$ cat src/logic/thermal_age_pkg.sv
// Constants, register map and types of the threshold register bank
`default_nettype none
package thermal_age_pkg;
   // Register indices; byte address is four times the index
   localparam logic [6:0] IDX_FATAL_STATUS = 7'h20;
   localparam logic [6:0] IDX_WARN_STATUS  = 7'h21;
   localparam logic [6:0] IDX_TEMP_LOW     = 7'h5D;
   localparam logic [6:0] IDX_TEMP_HIGH    = 7'h5E;
   localparam logic [6:0] IDX_FATAL_AGE    = 7'h5F;
   localparam logic [6:0] IDX_WARN_AGE     = 7'h60;
   localparam logic [6:0] IDX_LASER_AGE    = 7'h61;
   localparam logic [6:0] IDX_NV_CTRL      = 7'h7C;
   localparam logic [6:0] IDX_RESPONSE     = 7'h7D;
   localparam logic [6:0] IDX_ERROR_FIELD  = 7'h7E;
   localparam int         NUM_THR          = 4;
   // Reset values: low, high, fatal age, warning age
   localparam logic [15:0] THR_RESET [NUM_THR] = '{16'hFE0C, 16'h1B58, 16'h0064, 16'h0050};
   localparam logic [15:0] AGE_BOL  = 16'h0000;
   localparam logic [15:0] AGE_EOL  = 16'h0064;
   localparam logic [15:0] ERR_DATA = 16'h0000;
   // Status bit positions
   localparam int FATAL_AGE_BIT = 0;
   localparam int THERM_BIT     = 0;
   localparam int WARN_AGE_BIT  = 1;
   localparam int NV_SAVE_BIT   = 0;
   localparam int NV_LOAD_BIT   = 1;
   // Response word layout
   localparam int   RESP_DATA_LSB = 16;
   localparam int   RESP_CODE_LSB = 8;
   localparam int   RESP_STAT_BIT = 0;
   localparam logic STATUS_OK     = 1'b0;
   localparam logic STATUS_ERR    = 1'b1;
   localparam logic [7:0] ERR_NONE      = 8'h00;
   localparam logic [7:0] ERR_RANGE     = 8'h01;
   localparam logic [7:0] ERR_READ_ONLY = 8'h02;
   localparam logic [7:0] ERR_NOT_IMPL  = 8'h03;
   localparam logic [2:0] HSIZE_WORD    = 3'b010;
   // Persistence time
   localparam longint CLK_HZ         = 40000000;
   localparam longint PERSIST_S      = 5;
   localparam longint PERSIST_CYCLES = CLK_HZ * PERSIST_S;
   localparam int     TIMER_W        = 28;
   // Persistence states, Gray along inside-outside-warn
   typedef enum logic [1:0] {
      ST_INSIDE  = 2'b00,
      ST_OUTSIDE = 2'b01,
      ST_WARN    = 2'b11
   } persist_state_e;
endpackage : thermal_age_pkg
`default_nettype wire

$ cat src/logic/thermal_age_thresholds.sv
// Threshold register bank with thermal and aging flag logic on AHB-Lite
//
// What this block does
// Signed temperature limits, defaults FE0C and 1B58
// Warn when outside limits five seconds straight
// Sustained excursion sets thermal flag at 0x21
// Temperature limit write echoes OK, applies now
// Failure: error status, code, zero data, field
// Aging thresholds unsigned percent, zero to 100
// Out-of-range aging threshold rejected, range error code
// Age above fatal threshold sets fatal flag
// Age above warning threshold sets warning flag
// Aging threshold write echoes OK, applies now
// All four thresholds kept in saved storage
// Beginning of life 0x0000, end 0x0064
// Host keeps fatal threshold at 100 or less
// Host keeps warning between zero and fatal
// Laser age input compared against both thresholds
// Return inside limits restarts the timer
// Exceeded means strictly greater, unsigned
//
// Design decision made here: the AHB-Lite slave port.
`default_nettype none
module thermal_age_thresholds
   import thermal_age_pkg::*;
#(
   parameter logic [TIMER_W-1:0] PERSIST_CYCLES_P = TIMER_W'(PERSIST_CYCLES)
) (
   input  wire logic        hclk,                   // Bus clock, 40 MHz
   input  wire logic        hresetn,                // Async reset, active low
   input  wire logic        hsel,                   // Slave select
   input  wire logic [31:0] haddr,                  // Byte address
   input  wire logic [1:0]  htrans,                 // Transfer type
   input  wire logic        hwrite,                 // Write when high
   input  wire logic [2:0]  hsize,                  // Transfer size
   input  wire logic [31:0] hwdata,                 // Write data
   input  wire logic        hready,                 // Bus ready
   output var  logic [31:0] hrdata,                 // Read data
   output var  logic        hreadyout,              // Slave ready
   output var  logic        hresp,                  // Always OKAY
   input  wire logic [15:0] base_plate_temperature, // Signed, degC*100
   input  wire logic [15:0] laser_age_pct,          // Unsigned, percent
   output var  logic        thermal_warning_flag,   // Sticky thermal warning
   output var  logic        fatal_aging_flag,       // Sticky fatal aging
   output var  logic        warning_aging_flag,     // Sticky warning aging
   output var  logic        execution_error_status  // Last access failed
);

   // Data phase state
   logic                 dp_valid_reg;       // Data phase pending
   logic                 dp_write_reg;       // Pending is a write
   logic                 dp_legal_reg;       // Word access, low region
   logic [6:0]           dp_idx_reg;         // Register index
   logic                 hreadyout_reg;      // Wait state control
   logic [31:0]          hrdata_reg;         // Read data flop
   // Register storage
   logic [15:0]          thr_reg [NUM_THR];  // Live thresholds
   logic [15:0]          nv_reg  [NUM_THR];  // Saved thresholds
   logic [15:0]          fatal_status_reg;   // Fatal status
   logic [15:0]          warning_status_reg; // Warning status
   logic [31:0]          response_reg;       // Last response word
   logic [7:0]           error_field_reg;    // Last error code
   // Persistence timer
   persist_state_e       state_reg;          // Timer state
   persist_state_e       state_next;         // Next timer state
   logic [TIMER_W-1:0]   cnt_reg;            // Cycles outside
   logic [TIMER_W-1:0]   cnt_next;           // Next count
   // Decode results
   logic                 wr_now;             // Write executes
   logic                 rd_now;             // Read executes
   logic                 addr_take;          // Address phase taken
   logic [7:0]           acc_code;           // Access error code
   logic [31:0]          rd_data;            // Read mux
   logic                 track_resp;         // Access updates response
   logic                 out_of_range;       // Temperature outside
   logic                 fatal_cond;         // Age above fatal
   logic                 warn_cond;          // Age above warning
   logic                 nv_save;            // Save pulse
   logic                 nv_load;            // Load pulse
   logic [15:0]          wdata16;            // Low half of write data

   assign addr_take = hsel & htrans[1] & hready;
   assign wr_now    = dp_valid_reg & dp_write_reg;
   assign rd_now    = dp_valid_reg & ~dp_write_reg;
   assign wdata16   = hwdata[15:0];
   assign nv_save   = wr_now && (acc_code == ERR_NONE) && (dp_idx_reg == IDX_NV_CTRL)
                      && hwdata[NV_SAVE_BIT];
   assign nv_load   = wr_now && (acc_code == ERR_NONE) && (dp_idx_reg == IDX_NV_CTRL)
                      && hwdata[NV_LOAD_BIT];

   // Capture the address phase
   always_ff @(posedge hclk or negedge hresetn) begin
      if (!hresetn) begin
         dp_valid_reg <= 1'b0;
         dp_write_reg <= 1'b0;
         dp_legal_reg <= 1'b0;
         dp_idx_reg   <= 7'h00;
      end else begin
         dp_valid_reg <= addr_take;
         if (addr_take) begin
            dp_write_reg <= hwrite;
            dp_legal_reg <= (hsize == HSIZE_WORD) && (haddr[31:9] == 23'h000000)
                            && (haddr[1:0] == 2'b00);
            dp_idx_reg   <= haddr[8:2];
         end
      end
   end

   // Reads take one wait state so a write just before is visible
   always_ff @(posedge hclk or negedge hresetn) begin
      if (!hresetn) begin
         hreadyout_reg <= 1'b1;
         hrdata_reg    <= 32'h00000000;
      end else begin
         hreadyout_reg <= ~(addr_take & ~hwrite);
         if (rd_now) begin
            hrdata_reg <= rd_data;
         end
      end
   end

   assign hreadyout = hreadyout_reg;
   assign hrdata    = hrdata_reg;
   assign hresp     = 1'b0;

   // Read mux and access checking
   always_comb begin
      rd_data    = 32'h00000000;
      acc_code   = ERR_NONE;
      track_resp = 1'b1;
      case (dp_idx_reg)
         IDX_FATAL_STATUS: begin
            rd_data[15:0] = fatal_status_reg;
         end
         IDX_WARN_STATUS: begin
            rd_data[15:0] = warning_status_reg;
         end
         IDX_TEMP_LOW, IDX_TEMP_HIGH: begin
            rd_data[15:0] = thr_reg[2'(dp_idx_reg - IDX_TEMP_LOW)];
         end
         IDX_FATAL_AGE, IDX_WARN_AGE: begin
            rd_data[15:0] = thr_reg[2'(dp_idx_reg - IDX_TEMP_LOW)];
            // Beyond end of life is unusable
            if (dp_write_reg && (wdata16 > AGE_EOL)) begin
               acc_code = ERR_RANGE;
            end
         end
         IDX_LASER_AGE: begin
            rd_data[15:0] = laser_age_pct;
            if (dp_write_reg) begin
               acc_code = ERR_READ_ONLY;
            end
         end
         IDX_NV_CTRL: begin
            rd_data = 32'h00000000; // Action bits read zero
         end
         IDX_RESPONSE: begin
            // Reading the response must not overwrite it
            rd_data    = response_reg;
            track_resp = 1'b0;
            if (dp_write_reg) begin
               acc_code = ERR_READ_ONLY;
            end
         end
         IDX_ERROR_FIELD: begin
            rd_data[7:0] = error_field_reg;
            track_resp   = 1'b0;
         end
         default: begin
            acc_code = ERR_NOT_IMPL;
         end
      endcase
      if (!dp_legal_reg) begin
         acc_code = ERR_NOT_IMPL;
         rd_data  = 32'h00000000;
      end
   end

   // Threshold storage, live and saved copy per entry
   genvar gi;
   generate
      for (gi = 0; gi < NUM_THR; gi++) begin : g_thr
         // Live value applies the cycle after a good write
         always_ff @(posedge hclk or negedge hresetn) begin
            if (!hresetn) begin
               thr_reg[gi] <= THR_RESET[gi];
            end else if (wr_now && (acc_code == ERR_NONE)
                         && (dp_idx_reg == IDX_TEMP_LOW + 7'(gi))) begin
               thr_reg[gi] <= wdata16;
            end else if (nv_load) begin
               thr_reg[gi] <= nv_reg[gi];
            end
         end
         // Saved copy, updated only by the save action
         always_ff @(posedge hclk or negedge hresetn) begin
            if (!hresetn) begin
               nv_reg[gi] <= THR_RESET[gi];
            end else if (nv_save) begin
               nv_reg[gi] <= thr_reg[gi];
            end
         end
      end
   endgenerate

   // Response word and error field
   always_ff @(posedge hclk or negedge hresetn) begin
      if (!hresetn) begin
         response_reg    <= 32'h00000000;
         error_field_reg <= ERR_NONE;
      end else if (dp_valid_reg) begin
         if (acc_code != ERR_NONE) begin
            // Failed access: zero data, error status
            response_reg <= {ERR_DATA, acc_code, 7'h00, STATUS_ERR};
            error_field_reg <= acc_code;
         end else begin
            if (track_resp) begin
               if (dp_write_reg) begin
                  response_reg <= {wdata16, ERR_NONE, 7'h00, STATUS_OK};
               end else begin
                  response_reg <= {rd_data[15:0], ERR_NONE, 7'h00, STATUS_OK};
               end
            end
            // A good write to the error field clears it; a failed one loads its error code
            if (dp_write_reg && (dp_idx_reg == IDX_ERROR_FIELD)) begin
               error_field_reg <= ERR_NONE;
            end
         end
      end
   end

   assign execution_error_status = response_reg[RESP_STAT_BIT];

   // Signed compare against both limits
   assign out_of_range = ($signed(base_plate_temperature) > $signed(thr_reg[1]))
                      || ($signed(base_plate_temperature) < $signed(thr_reg[0]));
   // Strictly greater, unsigned
   assign fatal_cond = laser_age_pct > thr_reg[2];
   assign warn_cond  = laser_age_pct > thr_reg[3];

   // Persistence timer next state
   always_comb begin
      state_next = state_reg;
      cnt_next   = cnt_reg;
      case (state_reg)
         ST_INSIDE: begin
            cnt_next = {TIMER_W{1'b0}};
            if (out_of_range) begin
               state_next = ST_OUTSIDE;
               cnt_next   = TIMER_W'(1);
            end
         end
         ST_OUTSIDE: begin
            if (!out_of_range) begin
               // Brief excursions leave no trace
               state_next = ST_INSIDE;
               cnt_next   = {TIMER_W{1'b0}};
            end else if (cnt_reg >= PERSIST_CYCLES_P - TIMER_W'(1)) begin
               state_next = ST_WARN;
            end else begin
               cnt_next = cnt_reg + TIMER_W'(1);
            end
         end
         ST_WARN: begin
            if (!out_of_range) begin
               state_next = ST_INSIDE;
               cnt_next   = {TIMER_W{1'b0}};
            end
         end
         default: begin
            state_next = ST_INSIDE;
            cnt_next   = {TIMER_W{1'b0}};
         end
      endcase
   end

   // Persistence timer state
   always_ff @(posedge hclk or negedge hresetn) begin
      if (!hresetn) begin
         state_reg <= ST_INSIDE;
         cnt_reg   <= {TIMER_W{1'b0}};
      end else begin
         state_reg <= state_next;
         cnt_reg   <= cnt_next;
      end
   end

   // Sticky status; set wins over write-one-to-clear
   always_ff @(posedge hclk or negedge hresetn) begin
      if (!hresetn) begin
         fatal_status_reg   <= 16'h0000;
         warning_status_reg <= 16'h0000;
      end else begin
         if (wr_now && dp_legal_reg && (dp_idx_reg == IDX_FATAL_STATUS)) begin
            fatal_status_reg <= fatal_status_reg & ~wdata16;
         end
         if (wr_now && dp_legal_reg && (dp_idx_reg == IDX_WARN_STATUS)) begin
            warning_status_reg <= warning_status_reg & ~wdata16;
         end
         if (fatal_cond) begin
            fatal_status_reg[FATAL_AGE_BIT] <= 1'b1;
         end
         if (state_reg == ST_WARN) begin
            warning_status_reg[THERM_BIT] <= 1'b1;
         end
         if (warn_cond) begin
            warning_status_reg[WARN_AGE_BIT] <= 1'b1;
         end
      end
   end

   assign thermal_warning_flag = warning_status_reg[THERM_BIT];
   assign warning_aging_flag   = warning_status_reg[WARN_AGE_BIT];
   assign fatal_aging_flag     = fatal_status_reg[FATAL_AGE_BIT];

endmodule : thermal_age_thresholds
`default_nettype wire

$ cat config.mk
export PLATFORM = sky130hd
export DESIGN_NAME = thermal_age_thresholds
export DESIGN_NICKNAME = d
export VERILOG_FILES = /design/src/logic/thermal_age_pkg.sv /design/src/logic/thermal_age_thresholds.sv
export SDC_FILE = /design/constraint.sdc
export NUM_CORES = 1
export LEC_CHECK = 0
export BUFFER_PORTS_ARGS = -buffer_cell sky130_fd_sc_hd__buf_2
export CORE_ASPECT_RATIO = 2
export CORE_UTILIZATION = 40
export CTS_CLUSTER_DIAMETER = 120
export CTS_CLUSTER_SIZE = 28
export DETAILED_ROUTE_END_ITERATION = 7
export PLACE_DENSITY_LB_ADDON = 0.05
export REMOVE_ABC_BUFFERS = 1
export SETUP_SLACK_MARGIN = 0.15
export SLEW_MARGIN = 20
export SYNTH_ARGS = -nofsm -noshare
export SYNTH_HDL_FRONTEND = slang
export SYNTH_SLANG_ARGS = --single-unit
$ cat constraint.sdc
create_clock -name hclk -period 3.4 [get_ports hclk]
set_input_delay 0.34 -clock hclk [delete_from_list [all_inputs] [get_ports hclk]]
set_output_delay 0.34 -clock hclk [all_outputs]
set_load 0.02 [all_outputs]
Word level (Yosys, flattened, before mapping)
Index checks and enable logic that the tools add are counted.
{"block": "classes", "addsub": 2, "n_div": 0, "n_mux": 39, "n_reduce_logical": 38, "n_lt_le_gt_ge": 7, "eq_ne": 18, "mul": 0, "shift": 0, "n_bitwise": 12}
{"operator": "2-to-1 mux 16 bit", "n": 11}
{"operator": "2-to-1 mux 32 bit", "n": 4}
{"operator": "2-to-1 mux 28 bit", "n": 3}
{"operator": "case mux 28 bit (3 select lines)", "n": 1}
{"operator": "equality test 7 bit, second input constant", "n": 8}
{"operator": "greater-than comparator 16 bit", "n": 3}
{"operator": "case mux 8 bit (6 select lines)", "n": 1}
{"operator": "case mux 8 bit (5 select lines)", "n": 1}
{"operator": "AND 16 bit", "n": 2}
{"operator": "binary-select mux 16 bit (select 2 bit)", "n": 1}
{"operator": "adder 28 x 1 -> 28 bit, second input constant", "n": 1}
{"operator": ">= comparator 28 bit, second input constant", "n": 1}
{"operator": "2-to-1 mux 8 bit", "n": 3}
{"operator": "zero test 23 bit", "n": 1}
{"operator": "greater-than comparator 16 x 7 -> 1 bit, second input constant", "n": 1}
{"operator": "< comparator 16 bit", "n": 1}
{"operator": "NOT 16 bit", "n": 1}
{"operator": "nonzero test 2 bit", "n": 8}
{"operator": "logical AND 1 bit", "n": 15}
{"operator": "equality test 7 x 6 -> 1 bit, second input constant", "n": 2}
{"operator": "2-to-1 mux 2 bit", "n": 6}
{"operator": "case mux 2 bit (3 select lines)", "n": 2}
{"operator": "zero test 8 bit", "n": 1}
{"operator": "nonzero test 8 bit", "n": 1}
{"operator": "other kinds (19)", "n": 37}
{"block": "word_totals", "mem_count": 0, "romBits": 0, "elab_cells": 139, "output_inout_bits": 38, "ramBits": 0, "input_bits": 106, "register_bits": 273, "latchBits": 0}

Longest topological paths before layout
{"block": "depth", "ltp_word": 11, "mapped_depth": 12, "ltp_nobuf": 8}

Worst setup path before layout
OpenSTA, ideal clock, no wires.
{"block": "synth_timing", "path_kind": "register -> register", "startpoint": "reg dp_idx_reg[0]", "endpoint": "reg nv_reg[0] in the netlist's numbering", "path_slack_ns": 0.033, "stages_incl_launch_ff": 12, "path_buffers": 3, "arrival_ns": 3.239, "required_ns": 3.273, "synth_period_minus_slack_ns": 3.367, "setup_time_ns": 0.127, "path_cell_list": "dfrtp_1 clkbuf_1 buf_2 inv_1 ha_1 nand2_1 nor2_1 o221ai_2 nand2_1 nor3_4 buf_6 mux2_1"}
{"block": "synth_between", "elab_chain_cells": 8, "elab_cells_between_ends": 19, "cone_classes": "10 x eq/ne; 2 x mux; 7 x reduce/logical"}
{"item": "from (decl)", "line_no": "thermal_age_thresholds.sv:53", "rtl": "logic [6:0] dp_idx_reg;"}
{"item": "from (signal assigned)", "line_no": "thermal_age_thresholds.sv:104", "rtl": "dp_idx_reg <= haddr[8:2];"}
{"item": "equality test 7 bit, or another cell as far along", "line_no": "thermal_age_thresholds.sv:86, thermal_age_thresholds.sv:131"}
{"item": "OR reduction 6 bit (no source line), or another cell as far along"}
{"item": "case mux 2 bit (3 select lines)", "line_no": "thermal_age_thresholds.sv:131", "rtl": "case (dp_idx_reg)"}
{"item": "2-to-1 mux 8 bit", "line_no": "thermal_age_thresholds.sv:173", "rtl": "if (!dp_legal_reg) begin"}
{"item": "zero test 8 bit", "line_no": "thermal_age_thresholds.sv:86", "rtl": "assign nv_save = wr_now && (acc_code == ERR_NONE) && (dp_idx_reg == IDX_NV_CTRL)"}
{"item": "logical AND 1 bit", "line_no": "thermal_age_thresholds.sv:86"}
{"item": "logical AND 1 bit (*)", "line_no": "thermal_age_thresholds.sv:86"}
{"item": "logical AND 1 bit (*)", "line_no": "thermal_age_thresholds.sv:87", "rtl": "&& hwdata[NV_SAVE_BIT];"}
{"item": "to (signal, indexed assignment)", "line_no": "thermal_age_thresholds.sv:197", "rtl": "nv_reg[gi] <= THR_RESET[gi];"}
{"item": "to (signal, indexed assignment)", "line_no": "thermal_age_thresholds.sv:199", "rtl": "nv_reg[gi] <= thr_reg[gi];"}
{"item": "to (decl)", "line_no": "thermal_age_thresholds.sv:58", "rtl": "logic [15:0] nv_reg [NUM_THR];"}
Mark *: on every way between the ends. The rest lies on a longest branch, timed or not.
A chain may end at the register's enable or synchronous reset.

Worst setup path in the final report
{"block": "layout_timing", "startpoint": "reg dp_idx_reg[1]", "endpoint": "reg nv_reg[30] in the netlist's numbering"}
The elaborated chain is that of the path after synthesis.

==> tab_implementation.tex <==
\begin{tabular}{lr}
\hline
Metric & Value \\
\hline
\multicolumn{2}{l}{\textbf{Worst setup path}} \\
Category of the worst setup path capture point & flip-flop \\
Startpoint type of the worst setup path & flip-flop \\
Highest fanout seen on the critical path & 64 \\
Worst setup path class & flip-flop to flip-flop \\
Max incr delay on CP & 0.45 ns \\
Critical-path cell with the highest stage delay & sky130\_fd\_sc\_hd\_\_dfrtp\_1 \\
Worst EP arrival & between 3 and 4 ns \\
Ordered list of cells on the worst path & inv\_1 -> ha\_1 -> nor2\_1 -> a31oi\_2 -> o21a\_1 -> nand2\_1 -> nor3\_4 -> buf\_12 -> mux2\_1 \\
Worst EP required & around 3.8 ns \\
\multicolumn{2}{l}{\textbf{Timing}} \\
Fmax achieved & $\sim$0.35 GHz \\
Slew headroom & 0.483 \\
Setup repair after global routing missed its margin & false \\
Final total negative setup slack & 0 ns \\
Final Hold Vio Count & 0 \\
Slew at the pin closest to its max-slew limit & slightly below 0.8 ns \\
Time the worst path needs with I/O delays and setup & about 2.9 ns \\
Final max-slew violation count & 0 \\
Final Skew & around 0.042 ns \\
Fraction of the cycle the final worst path needs & 0.849 \\
Number of endpoints failing setup at the final stage & 0 \\
\multicolumn{2}{l}{\textbf{Logic synthesis}} \\
Cell area after synthesis & 13300 µm² \\
Yosys synthesis warning count & 0 \\
Post-synthesis instance total & 1294 \\
Seq cells post-synth & $\sim$250 \\
Post-Synthesis Mean Instance Area & 10.3 µm² \\
Yosys top cell area share & 0.397 \\
Dominant synthesized flop cell & sky130\_fd\_sc\_hd\_\_dfrtp\_1 \\
Post-synth cell types & between 70 and 80 \\
Yosys top cell by area & sky130\_fd\_sc\_hd\_\_dfrtp\_1 \\
Largest cells by area after synthesis & sky130\_fd\_sc\_hd\_\_dfrtp\_1 (40\%), sky130\_fd\_sc\_hd\_\_dfstp\_2 (8.5\%), sky130\_fd\_sc\_hd\_\_ha\_1 (6.4\%) \\
Number of flops mapped to enable cells by yosys & 0 \\
Share of synthesized area occupied by flip-flops and latches & 0.482 \\
FFs w/ async S/R, synth & 1.00 \\
\multicolumn{2}{l}{\textbf{Placement}} \\
Number of buffer cells added on primary ports & between 100 and 150 \\
DP HPWL & between 30000 and 40000 µm \\
Global placement routability congestion & 0.873 \\
Placed cell count & 1827 \\
\multicolumn{2}{l}{\textbf{Global routing}} \\
Largest net degree at the start of global routing & between 90 and 100 \\
All-Layer GR Usage & 0.247 \\
First-pass GRT wire length & $\sim$62000 µm \\
Initial antenna violation count & 0 \\
Leftover overflow at the end of global routing & 0 \\
Number of global-route vias before repair & roughly 11000 \\
\multicolumn{2}{l}{\textbf{Floorplanning}} \\
Overall die width & approximately 130 µm \\
IO Pins & 144 \\
Starting density of the core & 0.405 \\
Vertical die dimension & approximately 260 µm \\
Number of placement rows & 94 \\
Die area & roughly 34000 µm² \\
Placeable core region & $\sim$33000 µm² \\
\multicolumn{2}{l}{\textbf{Status}} \\
Status & finished clean \\
\multicolumn{2}{l}{\textbf{Final layout}} \\
Post-synthesis to final-layout area growth & 12.6\% \\
Number of fill cells in the layout & between 3000 and 4000 \\
Register area & 6410 µm² \\
\# diodes & 0 \\
Area of combinational cells with multiple inputs & roughly 6300 µm² \\
Layout cells sized above 1 & 0.193 \\
Final non-filler cell total & around 1900 \\
Number of nets in the final layout & between 1500 and 2000 \\
\multicolumn{2}{l}{\textbf{Clock network}} \\
Post-CTS Setup Repair Bufs & 0 \\
Clock slew at reported path FFs & between 0.1 and 0.15 ns \\
Clock H-tree levels & 1 \\
Bufs on Longest Clock Path & 3 \\
TritonCTS Buffers & 13 \\
Clock sink count & 254 \\
Clock tree from TritonCTS & done \\
Clock latency of the later-clocked register in the worst-skew pair & around 0.53 ns \\
Root buf cell & sky130\_fd\_sc\_hd\_\_clkbuf\_16 \\
\multicolumn{2}{l}{\textbf{Detailed routing}} \\
Iteration-0 DRC Markers & 508 \\
Residual DRC & 0 \\
Routed Wire Length & $\sim$41000 µm \\
Routed length per placed instance & between 20 and 25 µm \\
Post-detailed-route via-to-cell ratio & 5.51 \\
Antenna Violating Nets Remaining & 0 \\
Total number of vias & 10200 \\
First-pass iteration count of the detailed router & 7 \\
\multicolumn{2}{l}{\textbf{Power}} \\
Pleak & 0.00700 µW \\
Power per Cell Area & $\sim$380 nW/µm² \\
Maximum VDD drop & approximately 360 µV \\
\multicolumn{2}{l}{\textbf{Worst hold path}} \\
Min-Delay Path Class & input port to flip-flop \\
\multicolumn{2}{l}{\textbf{Run}} \\
Maximum capacitance violations & 0 \\
\hline
\end{tabular}
-- stage by stage --
stage | hold slack [ns] | setup slack, ns | total power, µW | util | cell area, µm²
after CTS | 0.0220 | 0.507 | 5790 | 0.456 | 15000
after detailed placement | 0.429 | 0.557 | 3970 | 0.444 | 14600
after global routing | 0.0424 | 0.338 | 5930 | 0.456 | 15000
final | 0.0451 | 0.515 | 5700 | 0.456 | 15000
after global placement | 0.427 | 0.614 | 3960 | 0.444 | 14600
after floorplan | 0.0444 | -0.874 | 3570 | - | 13000
-- cell usage after synthesis (4+ instances only) --
| cell type | instances |
|---|---|
| sky130_fd_sc_hd__o21ai_0 | 32 |
| sky130_fd_sc_hd__a22oi_1 | 4 |
| sky130_fd_sc_hd__a221o_1 | 6 |
| sky130_fd_sc_hd__a22o_1 | 30 |
| sky130_fd_sc_hd__buf_2 | 5 |
| sky130_fd_sc_hd__inv_1 | 75 |
| sky130_fd_sc_hd__dfstp_2 | 43 |
| sky130_fd_sc_hd__a31oi_1 | 6 |
| sky130_fd_sc_hd__a222oi_1 | 7 |
| sky130_fd_sc_hd__clkbuf_1 | 40 |
| sky130_fd_sc_hd__xnor2_1 | 21 |
| sky130_fd_sc_hd__nor3_1 | 19 |
| sky130_fd_sc_hd__nor2_1 | 122 |
| sky130_fd_sc_hd__nor4_1 | 12 |
| sky130_fd_sc_hd__nand2_1 | 137 |
| sky130_fd_sc_hd__or4_1 | 4 |
| sky130_fd_sc_hd__buf_6 | 6 |
| sky130_fd_sc_hd__a21oi_1 | 118 |
| sky130_fd_sc_hd__mux2_1 | 64 |
| sky130_fd_sc_hd__dfrtp_1 | 211 |
| sky130_fd_sc_hd__and3_1 | 6 |
| sky130_fd_sc_hd__mux4_2 | 16 |
| sky130_fd_sc_hd__o21a_1 | 13 |
| sky130_fd_sc_hd__nor2b_1 | 4 |
| sky130_fd_sc_hd__a21o_1 | 6 |
| sky130_fd_sc_hd__buf_1 | 13 |
| sky130_fd_sc_hd__a21boi_0 | 31 |
| sky130_fd_sc_hd__nand2b_1 | 9 |
| sky130_fd_sc_hd__mux2_2 | 17 |
| sky130_fd_sc_hd__and4_1 | 4 |
| sky130_fd_sc_hd__o211ai_1 | 10 |
| sky130_fd_sc_hd__ha_1 | 68 |
| sky130_fd_sc_hd__a2111oi_0 | 6 |
| sky130_fd_sc_hd__nand4_1 | 22 |
| sky130_fd_sc_hd__mux2i_1 | 12 |
| sky130_fd_sc_hd__and2_1 | 8 |
| sky130_fd_sc_hd__nand3_1 | 33 |
-- cells in the final DEF (no fill, tap or decap), types with 30 or more instances in the layout --
cell type / n
sky130_fd_sc_hd__dfrtp_1: 211
sky130_fd_sc_hd__nand2_1: 137
sky130_fd_sc_hd__buf_2: 124
sky130_fd_sc_hd__nor2_1: 122
sky130_fd_sc_hd__a21oi_1: 118
sky130_fd_sc_hd__inv_1: 75
sky130_fd_sc_hd__ha_1: 68
sky130_fd_sc_hd__mux2_1: 64
sky130_fd_sc_hd__dfstp_2: 43
sky130_fd_sc_hd__buf_4: 37
sky130_fd_sc_hd__nand3_1: 33
sky130_fd_sc_hd__o21ai_0: 32
sky130_fd_sc_hd__a21boi_0: 31
sky130_fd_sc_hd__a22o_1: 30
-- metal layers --
metal	wire [µm]	GRT usage
met1	15400	0.279
met3	933	0.0160
met5	0	0
met4	1310	0.0868
met2	22900	0.475
-- worst paths after layout --
path                                      startpoint                        end  slack, ns  cells past startpoint
setup / recovery           dp_idx_reg[1]$_DFFE_PN0P_     nv_reg[30]$_DFFE_PN0P_       0.51                      9
max in group asynchronous                    hresetn    thr_reg[62]$_DFFE_PN1P_       2.07                      3
setup reg to reg           dp_idx_reg[1]$_DFFE_PN0P_     nv_reg[30]$_DFFE_PN0P_       0.51                      9
min in group asynchronous                    hresetn      hrdata[6]$_DFFE_PN0P_       0.41                      2
hold / removal                              haddr[3]  dp_idx_reg[1]$_DFFE_PN0P_       0.05                      2
hold reg to reg                hrdata[4]$_DFFE_PN0P_      hrdata[4]$_DFFE_PN0P_       0.48                      2
-- logic make-up (layout without fill, tap and decap cells) --
| kind of cell | count (synthesis) | count (layout) | synth area share |
|---|---|---|---|
| AO/OA/AOI/OAI | 302 | 302 | 0.151 |
| XOR/XNOR | 22 | 22 | 0.0145 |
| adder cells (fa/ha/maj) | 68 | 68 | 0.0640 |
| buffers and inverters | 140 | 264 | 0.0437 |
| flip-flops | 254 | 254 | 0.482 |
| multiplexers | 109 | 109 | 0.105 |
| other | 1 | 1 | 0.000282 |
| AND/OR/NAND/NOR | 398 | 398 | 0.139 |
-- what timing repair did --
action	CTS	global route
endpoints found under the hold margin	77	0
resized for setup	0	0
hold buffers	1	0
-- report_power, final --
| part | total [µW] | internal [µW] | switching, µW |
|---|---|---|---|
| Combinational | 755 | 308 | 447 |
| Sequential | 3140 | 3070 | 71.3 |
| Clock | 1800 | 752 | 1050 |
| Total | 5700 | 4130 | 1570 |
-- worst max-delay path, delay by kind of cell (launching register included) --
kind | cells | cell delay (ns)
compound gates | 2 | 0.57
fa+ha+maj | 1 | 0.36
buf+inv | 2 | 0.46
flops | 1 | 0.45
mux | 1 | 0.37
simple gates | 3 | 0.46
-- final cells by class --
cell class / instances / area share
clock inverters: 2 / 0.00259
well taps: 432 / 0.0361
inverters: 75 / 0.0188
multi-input cells: 900 / 0.424
flip-flops and latches: 254 / 0.428
clock buffers: 20 / 0.0235
repair buffers: 167 / 0.0671
No activity file was read; power rests on OpenSTA's default activity.
